`config.mk`:
```
export PLATFORM = sky130hd
export DESIGN_NAME = mmd_decoder
export DESIGN_NICKNAME = d
export VERILOG_FILES = /design/src/hw/mmd_pkg.sv /design/src/hw/mmd_decoder.sv
export SDC_FILE = /design/constraint.sdc
export NUM_CORES = 1
export LEC_CHECK = 0
export BUFFER_PORTS_ARGS = -buffer_cell sky130_fd_sc_hd__buf_2
export CELL_PAD_IN_SITES_DETAIL_PLACEMENT = 1
export CELL_PAD_IN_SITES_GLOBAL_PLACEMENT = 1
export CORE_ASPECT_RATIO = 0.8
export CORE_MARGIN = 2
export CORE_UTILIZATION = 32
export DETAILED_ROUTE_END_ITERATION = 8
export PLACE_DENSITY = 0.88
export SLEW_MARGIN = 20
export SYNTH_ARGS = -nofsm -noshare
export SYNTH_HDL_FRONTEND = slang
export SYNTH_SLANG_ARGS = --single-unit
```
`constraint.sdc`:
```
create_clock -name clock -period 3.8 [get_ports clock]
set_input_delay 0.19 -clock clock [delete_from_list [all_inputs] [get_ports clock]]
set_output_delay 0.19 -clock clock [all_outputs]
set_load 0.005 [all_outputs]
```
`src/hw/mmd_pkg.sv`:
```
package mmd_pkg;
    // Address space and region bounds
    localparam int          ADDR_W       = 16;
    localparam logic [15:0] IO_LO        = 16'h0000;
    localparam logic [15:0] IO_HI        = 16'h007F;
    localparam logic [15:0] XIO_LO       = 16'h0F80;
    localparam logic [15:0] XIO_HI       = 16'h0FFF;
    localparam logic [15:0] RAM_LO       = 16'h0080;
    localparam logic [15:0] DIR_RAM_LO   = 16'h0090;
    localparam logic [15:0] DIR_RAM_HI   = 16'h00FF;
    localparam logic [15:0] GPR_LO       = 16'h0100;
    localparam logic [15:0] GPR_HI       = 16'h01FF;
    localparam logic [15:0] NVR_LO       = 16'hFFBB;
    localparam logic [15:0] NVR_HI       = 16'hFFBF;
    localparam logic [15:0] VEC_LO       = 16'hFFC0;
    localparam logic [15:0] VEC_HI       = 16'hFFFF;
    // Default top of implemented RAM (largest variant)
    localparam logic [15:0] RAM_TOP_DEF  = 16'h047F;
    // Lowest flash address decoded as program code
    localparam logic [15:0] FLASH_LO_DEF = 16'h8000;
    // Bank pointer
    localparam int          BANK_W       = 3;
    localparam logic [2:0]  BANK_RST     = 3'h0;
    // Bank window base is 0x0080 plus bank times 128
    localparam int          WIN_SHIFT    = 7;

    // Target region selected for an access
    typedef enum logic [2:0] {
        MMD_NONE, MMD_IO, MMD_XIO, MMD_RAM, MMD_NVR, MMD_VEC, MMD_CODE
    } mmd_region_e;

    // Request from the CPU core
    typedef struct packed {
        logic        valid;   // Access present
        logic        direct;  // Operand is a direct-addressing operand
        logic [7:0]  operand; // Direct operand (when direct)
        logic [15:0] addr;    // Ordinary address (when not direct)
    } mmd_req_s;

    // Decoded result
    typedef struct packed {
        logic        valid;   // Result present
        mmd_region_e region;  // Target region
        logic [15:0] phys;    // Physical address
        logic        gpr;     // Inside general-purpose register window
        logic        vec;     // Read is a vector entry holding a start address
    } mmd_dec_s;
endpackage

```
`src/hw/mmd_decoder.sv`:
```
`timescale 1ns/1ps
module mmd_decoder #(
    parameter logic [15:0] RAM_TOP  = mmd_pkg::RAM_TOP_DEF,
    parameter logic [15:0] FLASH_LO = mmd_pkg::FLASH_LO_DEF
) (
    input  wire logic                        clock,
    input  wire logic                        srst,
    input  wire mmd_pkg::mmd_req_s           req,
    input  wire logic                        bank_we,
    input  wire logic [mmd_pkg::BANK_W-1:0]  bank_wdata,
    output      logic [mmd_pkg::BANK_W-1:0]  direct_bank_pointer,
    output      mmd_pkg::mmd_dec_s           dec
);

    logic [mmd_pkg::BANK_W-1:0] bank_q;   // Direct bank pointer state
    logic [15:0]                eff;      // Effective address after banking
    mmd_pkg::mmd_region_e       region;   // Combinational region
    logic                       gpr_hit;  // Window hit
    logic                       vec_hit;  // Vector table hit
    mmd_pkg::mmd_dec_s          dec_q;    // Registered result

    assign direct_bank_pointer = bank_q;

    // Bank pointer; written by the core, zero after reset
    always_ff @(posedge clock) begin
        if (srst) begin
            bank_q <= mmd_pkg::BANK_RST;
        end else if (bank_we) begin
            bank_q <= bank_wdata;
        end
    end

    // Direct operand translation into a physical address
    always_comb begin
        eff = req.addr;
        if (req.direct) begin
            if (req.operand[7] == 1'b0) begin
                // Low half always reaches the I/O area
                eff = {8'h00, req.operand};
            end else if (bank_q == mmd_pkg::BANK_RST) begin
                // Pointer zero leaves the operand where it is
                eff = {8'h00, req.operand};
            end else begin
                // Window base 0x0080 + bank*128, offset from low seven bits
                eff = mmd_pkg::RAM_LO
                    + {6'h00, bank_q, 7'h00}
                    + {9'h000, req.operand[6:0]};
            end
        end
    end

    // Region decode over the whole 16-bit space
    always_comb begin
        region  = mmd_pkg::MMD_NONE;
        gpr_hit = 1'b0;
        vec_hit = 1'b0;
        if (eff <= mmd_pkg::IO_HI) begin
            region = mmd_pkg::MMD_IO;
        end else if (eff >= mmd_pkg::XIO_LO && eff <= mmd_pkg::XIO_HI) begin
            region = mmd_pkg::MMD_XIO;
        end else if (eff >= mmd_pkg::RAM_LO && eff <= RAM_TOP) begin
            // Only implemented RAM decodes; anything above it below the extended I/O at 0x0F80 is a hole
            region  = mmd_pkg::MMD_RAM;
            gpr_hit = (eff >= mmd_pkg::GPR_LO) && (eff <= mmd_pkg::GPR_HI);
        end else if (eff >= mmd_pkg::VEC_LO) begin
            // Checked before code so the table never reads as plain flash
            region  = mmd_pkg::MMD_VEC;
            vec_hit = 1'b1;
        end else if (eff >= mmd_pkg::NVR_LO && eff <= mmd_pkg::NVR_HI) begin
            region = mmd_pkg::MMD_NVR;
        end else if (eff >= FLASH_LO) begin
            region = mmd_pkg::MMD_CODE;
        end else begin
            region = mmd_pkg::MMD_NONE;
        end
    end

    // Result register; data outputs come from flip-flops
    always_ff @(posedge clock) begin
        if (srst) begin
            dec_q <= '0;
        end else begin
            dec_q.valid  <= req.valid;
            dec_q.region <= region;
            dec_q.phys   <= eff;
            dec_q.gpr    <= gpr_hit;
            dec_q.vec    <= vec_hit;
        end
    end

    assign dec = dec_q;

    // Pointer is zero after reset
    property p_bank_reset;
        @(posedge clock) $past(srst) |-> (bank_q == 3'h0);
    endproperty
    a_bank_reset: assert property (p_bank_reset)
        else $error("bank pointer not zero after reset");

    // I/O range decodes to the I/O region
    property p_io;
        @(posedge clock) disable iff (srst)
        (req.valid && eff <= 16'h007F) |=> (dec.region == mmd_pkg::MMD_IO);
    endproperty
    a_io: assert property (p_io)
        else $error("I/O address misdecoded");

    // Extended I/O range
    property p_xio;
        @(posedge clock) disable iff (srst)
        (eff >= 16'h0F80 && eff <= 16'h0FFF) |=> (dec.region == mmd_pkg::MMD_XIO);
    endproperty
    a_xio: assert property (p_xio)
        else $error("extended I/O misdecoded");

    // Low direct operands ignore the pointer
    property p_direct_low;
        @(posedge clock) disable iff (srst)
        (req.direct && !req.operand[7]) |=> (dec.phys == {8'h00, $past(req.operand)});
    endproperty
    a_direct_low: assert property (p_direct_low)
        else $error("low direct operand was banked");

    // Pointer zero maps high operands to themselves
    property p_direct_zero;
        @(posedge clock) disable iff (srst)
        (req.direct && req.operand[7] && bank_q == 3'h0)
            |=> (dec.phys == {8'h00, $past(req.operand)});
    endproperty
    a_direct_zero: assert property (p_direct_zero)
        else $error("pointer zero translated operand");

    // Banked operand lands in window 0x0080 + bank*128
    property p_window;
        @(posedge clock) disable iff (srst)
        (req.direct && req.operand[7] && bank_q != 3'h0)
            |=> (dec.phys[15:7] == {5'h00, $past(bank_q)} + 9'h001)
             && (dec.phys[6:0] == $past(req.operand[6:0]));
    endproperty
    a_window: assert property (p_window)
        else $error("bank window address wrong");

    // Register window flag
    property p_gpr;
        @(posedge clock) disable iff (srst)
        (dec.region == mmd_pkg::MMD_RAM && dec.phys[15:8] == 8'h01) |-> dec.gpr;
    endproperty
    a_gpr: assert property (p_gpr)
        else $error("register window not flagged");

    // Vector table
    property p_vec;
        @(posedge clock) disable iff (srst)
        (eff >= 16'hFFC0) |=> (dec.region == mmd_pkg::MMD_VEC) && dec.vec;
    endproperty
    a_vec: assert property (p_vec)
        else $error("vector table misdecoded");

    // Non-volatile register data
    property p_nvr;
        @(posedge clock) disable iff (srst)
        (eff >= 16'hFFBB && eff <= 16'hFFBF) |=> (dec.region == mmd_pkg::MMD_NVR);
    endproperty
    a_nvr: assert property (p_nvr)
        else $error("non-volatile area misdecoded");

    // Above implemented RAM never decodes as RAM
    property p_hole;
        @(posedge clock) disable iff (srst)
        (eff > RAM_TOP && eff < 16'h0F80) |=> (dec.region == mmd_pkg::MMD_NONE);
    endproperty
    a_hole: assert property (p_hole)
        else $error("access aliased past RAM top");

endmodule

```
==> reports/qor.csv <==
stage,metric,value,unit
sta,total negative slack,0,ns
detailed_routing,drt pass-1 iters,4,
detailed_routing,Routed Antenna Nets,0,
clocking,clock tree buffer depth,2,
synth,"Cell Area, Synth",985,µm²
floorplan,die width,66.0,µm
synth,Post-synth EDFFs,0,
clocking,CTS tree,yes,
floorplan,IO Count,57,
worst_setup_path,startpoint class of the critical path,register,
clocking,Num CTS Buffers,3,
worst_setup_path,crit path buf inv count,1,
worst_setup_path,worst-path fanout max,6,
sta,Worst slew margin,72.8,%
worst_setup_path,Critical Path RT,4.00,ns
sta,Slew @ Worst Pin,0.403,ns
floorplan,area of the core,0.00285,mm²
clocking,setup bufs post-CTS,0,
worst_setup_path,most used cell along the critical path,a21oi_2,
sta,min Tclk post-route,2.02,ns
worst_setup_path,Slowest cell on crit path,or4_1,
worst_hold_path,hold path cells,2,
synth,"Async S/R FF share, synth",0,%
detailed_routing,WL/cell,14.0,µm
status,status,"complete, no violations",
synth,Mapped Cells,99,
sta,Final setup viols,0,
worst_setup_path,reg-to-reg endpoint,dec[19]$_SDFF_PP0_,
detailed_routing,residual DRC count,0,
detailed_routing,WL final,2710,µm
detailed_routing,routed vias/inst,4.88,
placed_design,hpwl dp,2230,µm
sta,Slew Limit Fails,0,
clocking,hold buffers post-CTS,0,
worst_setup_path,Worst Path Arrival,2.22,ns
clocking,clk root buf,clkbuf_8,
worst_setup_path,Top delay family on crit path,simple AND/OR/NAND/NOR gates,
synth,top_reg_cell synth,dfxtp_1,
floorplan,chip height,53.6,µm
layout,Final #Nets,191,
sta,Final period util,53.0,%
synth,Yosys cell types,33,
placed_design,placed cell area,0.00130,mm²
power,leakage,0.676,nW
worst_setup_path,worst reg-to-reg setup slack,1.78,ns
worst_setup_path,Setup crit end kind,register,
sta,Peak Freq,496,MHz
grt,vias in the first global route,955,
worst_setup_path,kind of critical path,reg -> reg,
layout,FF/Latch Area,500,µm²
grt,total gr overflow,0,
layout,area grow syn2layout,36.6,%
placed_design,gpl congestion,0.835,
worst_setup_path,CP max stage delay,0.47,ns
layout,n_diodes,0,
synth,Syn Area/Cell,9.95,µm²
worst_setup_path,RR Startpoint,direct_bank_pointer[0]$_SDFFE_PP0P_,
worst_setup_path,cells on worst reg2reg path,7,
layout,Final Instance Area,0.00135,mm²
worst_hold_path,hold path start,req[25],
clocking,clk sink count,25,
grt,initial antenna violation count,0,
layout,layout cells sized above 1,41.7,%
layout,number of fill cells in the layout,364,
clocking,worst skew pair latency,0.26,ns
synth,synth warn,0,
worst_hold_path,WHS Endpoint,dec[21]$_SDFF_PP0_,
grt,largest net degree at the start of global routing,21,
clocking,Worst-path clk slew,0.08,ns
grt,Global Route Usage Sum,16.5,%
floorplan,row cnt,17,
floorplan,die area,0.00354,mm²
run,max-cap viol count,0,
clocking,Post-CTS Resized,0,
worst_setup_path,"critical path, cell by cell","inv_1, ha_1, or3b_1, a21oi_2, a21oi_2, or4_1, a31oi_1",
sta,Final Skew,0.00108,ns
sta,Final Hold Viols,0,
synth,#FFs+latches synth,25,
floorplan,Starting Density,34.5,%
layout,area of the multi-input gates,460,µm²
clocking,total number of H-tree levels,1,
synth,post-synth net total,133,
grt,first-pass GRT wire length,4400,µm
placed_design,# port buffers,56,
synth,post-synthesis sequential area ratio,50.8,%
detailed_routing,vias post-DR,946,
power,Peak VDD IR,0.217,mV
sta,RSZ-0062 raised after global routing,false,
worst_hold_path,Hold Path Class,in -> reg,
power,Pwr per Cell Area,382,mW/mm²
power,total power,0.000513,W
detailed_routing,Detailed Route Iter0 Violations,28,
[logic make-up (layout without fill, tap and decap cells)]
kind of cell / after synthesis / count (layout) / share of synthesized area [%]
muxes: 10 / 10 / 10.2
and+or+nand+nor: 43 / 43 / 23.9
adders and majority gates: 2 / 2 / 2.54
AOI/OAI and AO/OA: 13 / 13 / 10.2
DFF: 25 / 25 / 50.8
buffers and inverters: 6 / 63 / 2.41
[cell usage after synthesis (2+ instances only)]
cell type	count	area (µm²)
a21oi_1	2	10.0
a21oi_2	2	17.5
a41oi_1	2	17.5
and2_1	6	37.5
dfxtp_1	25	500
ha_1	2	25.0
inv_1	2	7.51
mux2i_1	10	100
nand2_1	3	11.3
nand4_1	2	12.5
nor2_1	16	60.1
nor2b_1	6	37.5
[cells in the final DEF, fill, tap and decap left out, types with 2 or more instances in the layout]
master    instances
ha_1              2
clkbuf_8          3
nor2b_1           6
a21oi_2           2
nor2_1           16
a41oi_1           2
nand4_1           2
and2_1            6
nand2_1           3
mux2i_1          10
buf_2            56
a21oi_1           2
inv_1             2
dfxtp_1          25
[registers in the layout, summed over array words and instances (netlist names)]
register / flops
direct_bank_pointer: 3
dec: 22
[where the power goes]
group          internal, W   total, W  switching, W
logic            0.0000377  0.0000779     0.0000402
registers         0.000276   0.000281    0.00000530
clock network    0.0000749   0.000154     0.0000794
total             0.000388   0.000513      0.000125
[per-layer routing]
metal / up-vias / part of all wire, % / global-route usage [%]
met2: 46 / 48 / 30.5
met3: 5 / 8.5 / 5.86
met5: - / 0 / 0
met4: 0 / 1.1 / 3.06
li1: 460 / - / -
met1: 435 / 43 / 18.8
[how the worst max path moves through the flow]
stage,cells past startpoint,to,start,slack (ns)
final,7,dec[19]$_SDFF_PP0_,direct_bank_pointer[0]$_SDFFE_PP0P_,1.78
after global routing,7,dec[19]$_SDFF_PP0_,direct_bank_pointer[0]$_SDFFE_PP0P_,1.64
after CTS,7,dec[19]$_SDFF_PP0_,direct_bank_pointer[0]$_SDFFE_PP0P_,1.80
after detailed placement,7,dec[19]$_SDFF_PP0_,direct_bank_pointer[0]$_SDFFE_PP0P_,1.82
after global placement,7,dec[19]$_SDFF_PP0_,direct_bank_pointer[0]$_SDFFE_PP0P_,1.89
after floorplan,7,dec[19]$_SDFF_PP0_,direct_bank_pointer[0]$_SDFFE_PP0P_,1.92
[stage by stage]
stage | hold WS (ns) | setup WS (ns) | cells | utilization (%)
finish | 0.138 | 1.78 | 194 | 47.2
CTS | 0.128 | 1.80 | 194 | 47.2
detailed placement | 0.411 | 1.82 | 190 | 45.6
global route | 0.156 | 1.64 | 194 | 47.2
floorplan | 0.270 | 1.92 | 99 | -
global placement | 0.407 | 1.89 | 190 | 45.6
[layout make-up]
type,count,share of cell area [%]
Sequential cell,25,37.2
Multi-Input combinational cell,68,34.2
Inverter,3,0.837
Clock buffer,4,3.35
Timing Repair Buffer,56,20.8
Tap cell,38,3.53
No activity file was read; power rests on OpenSTA's default activity.
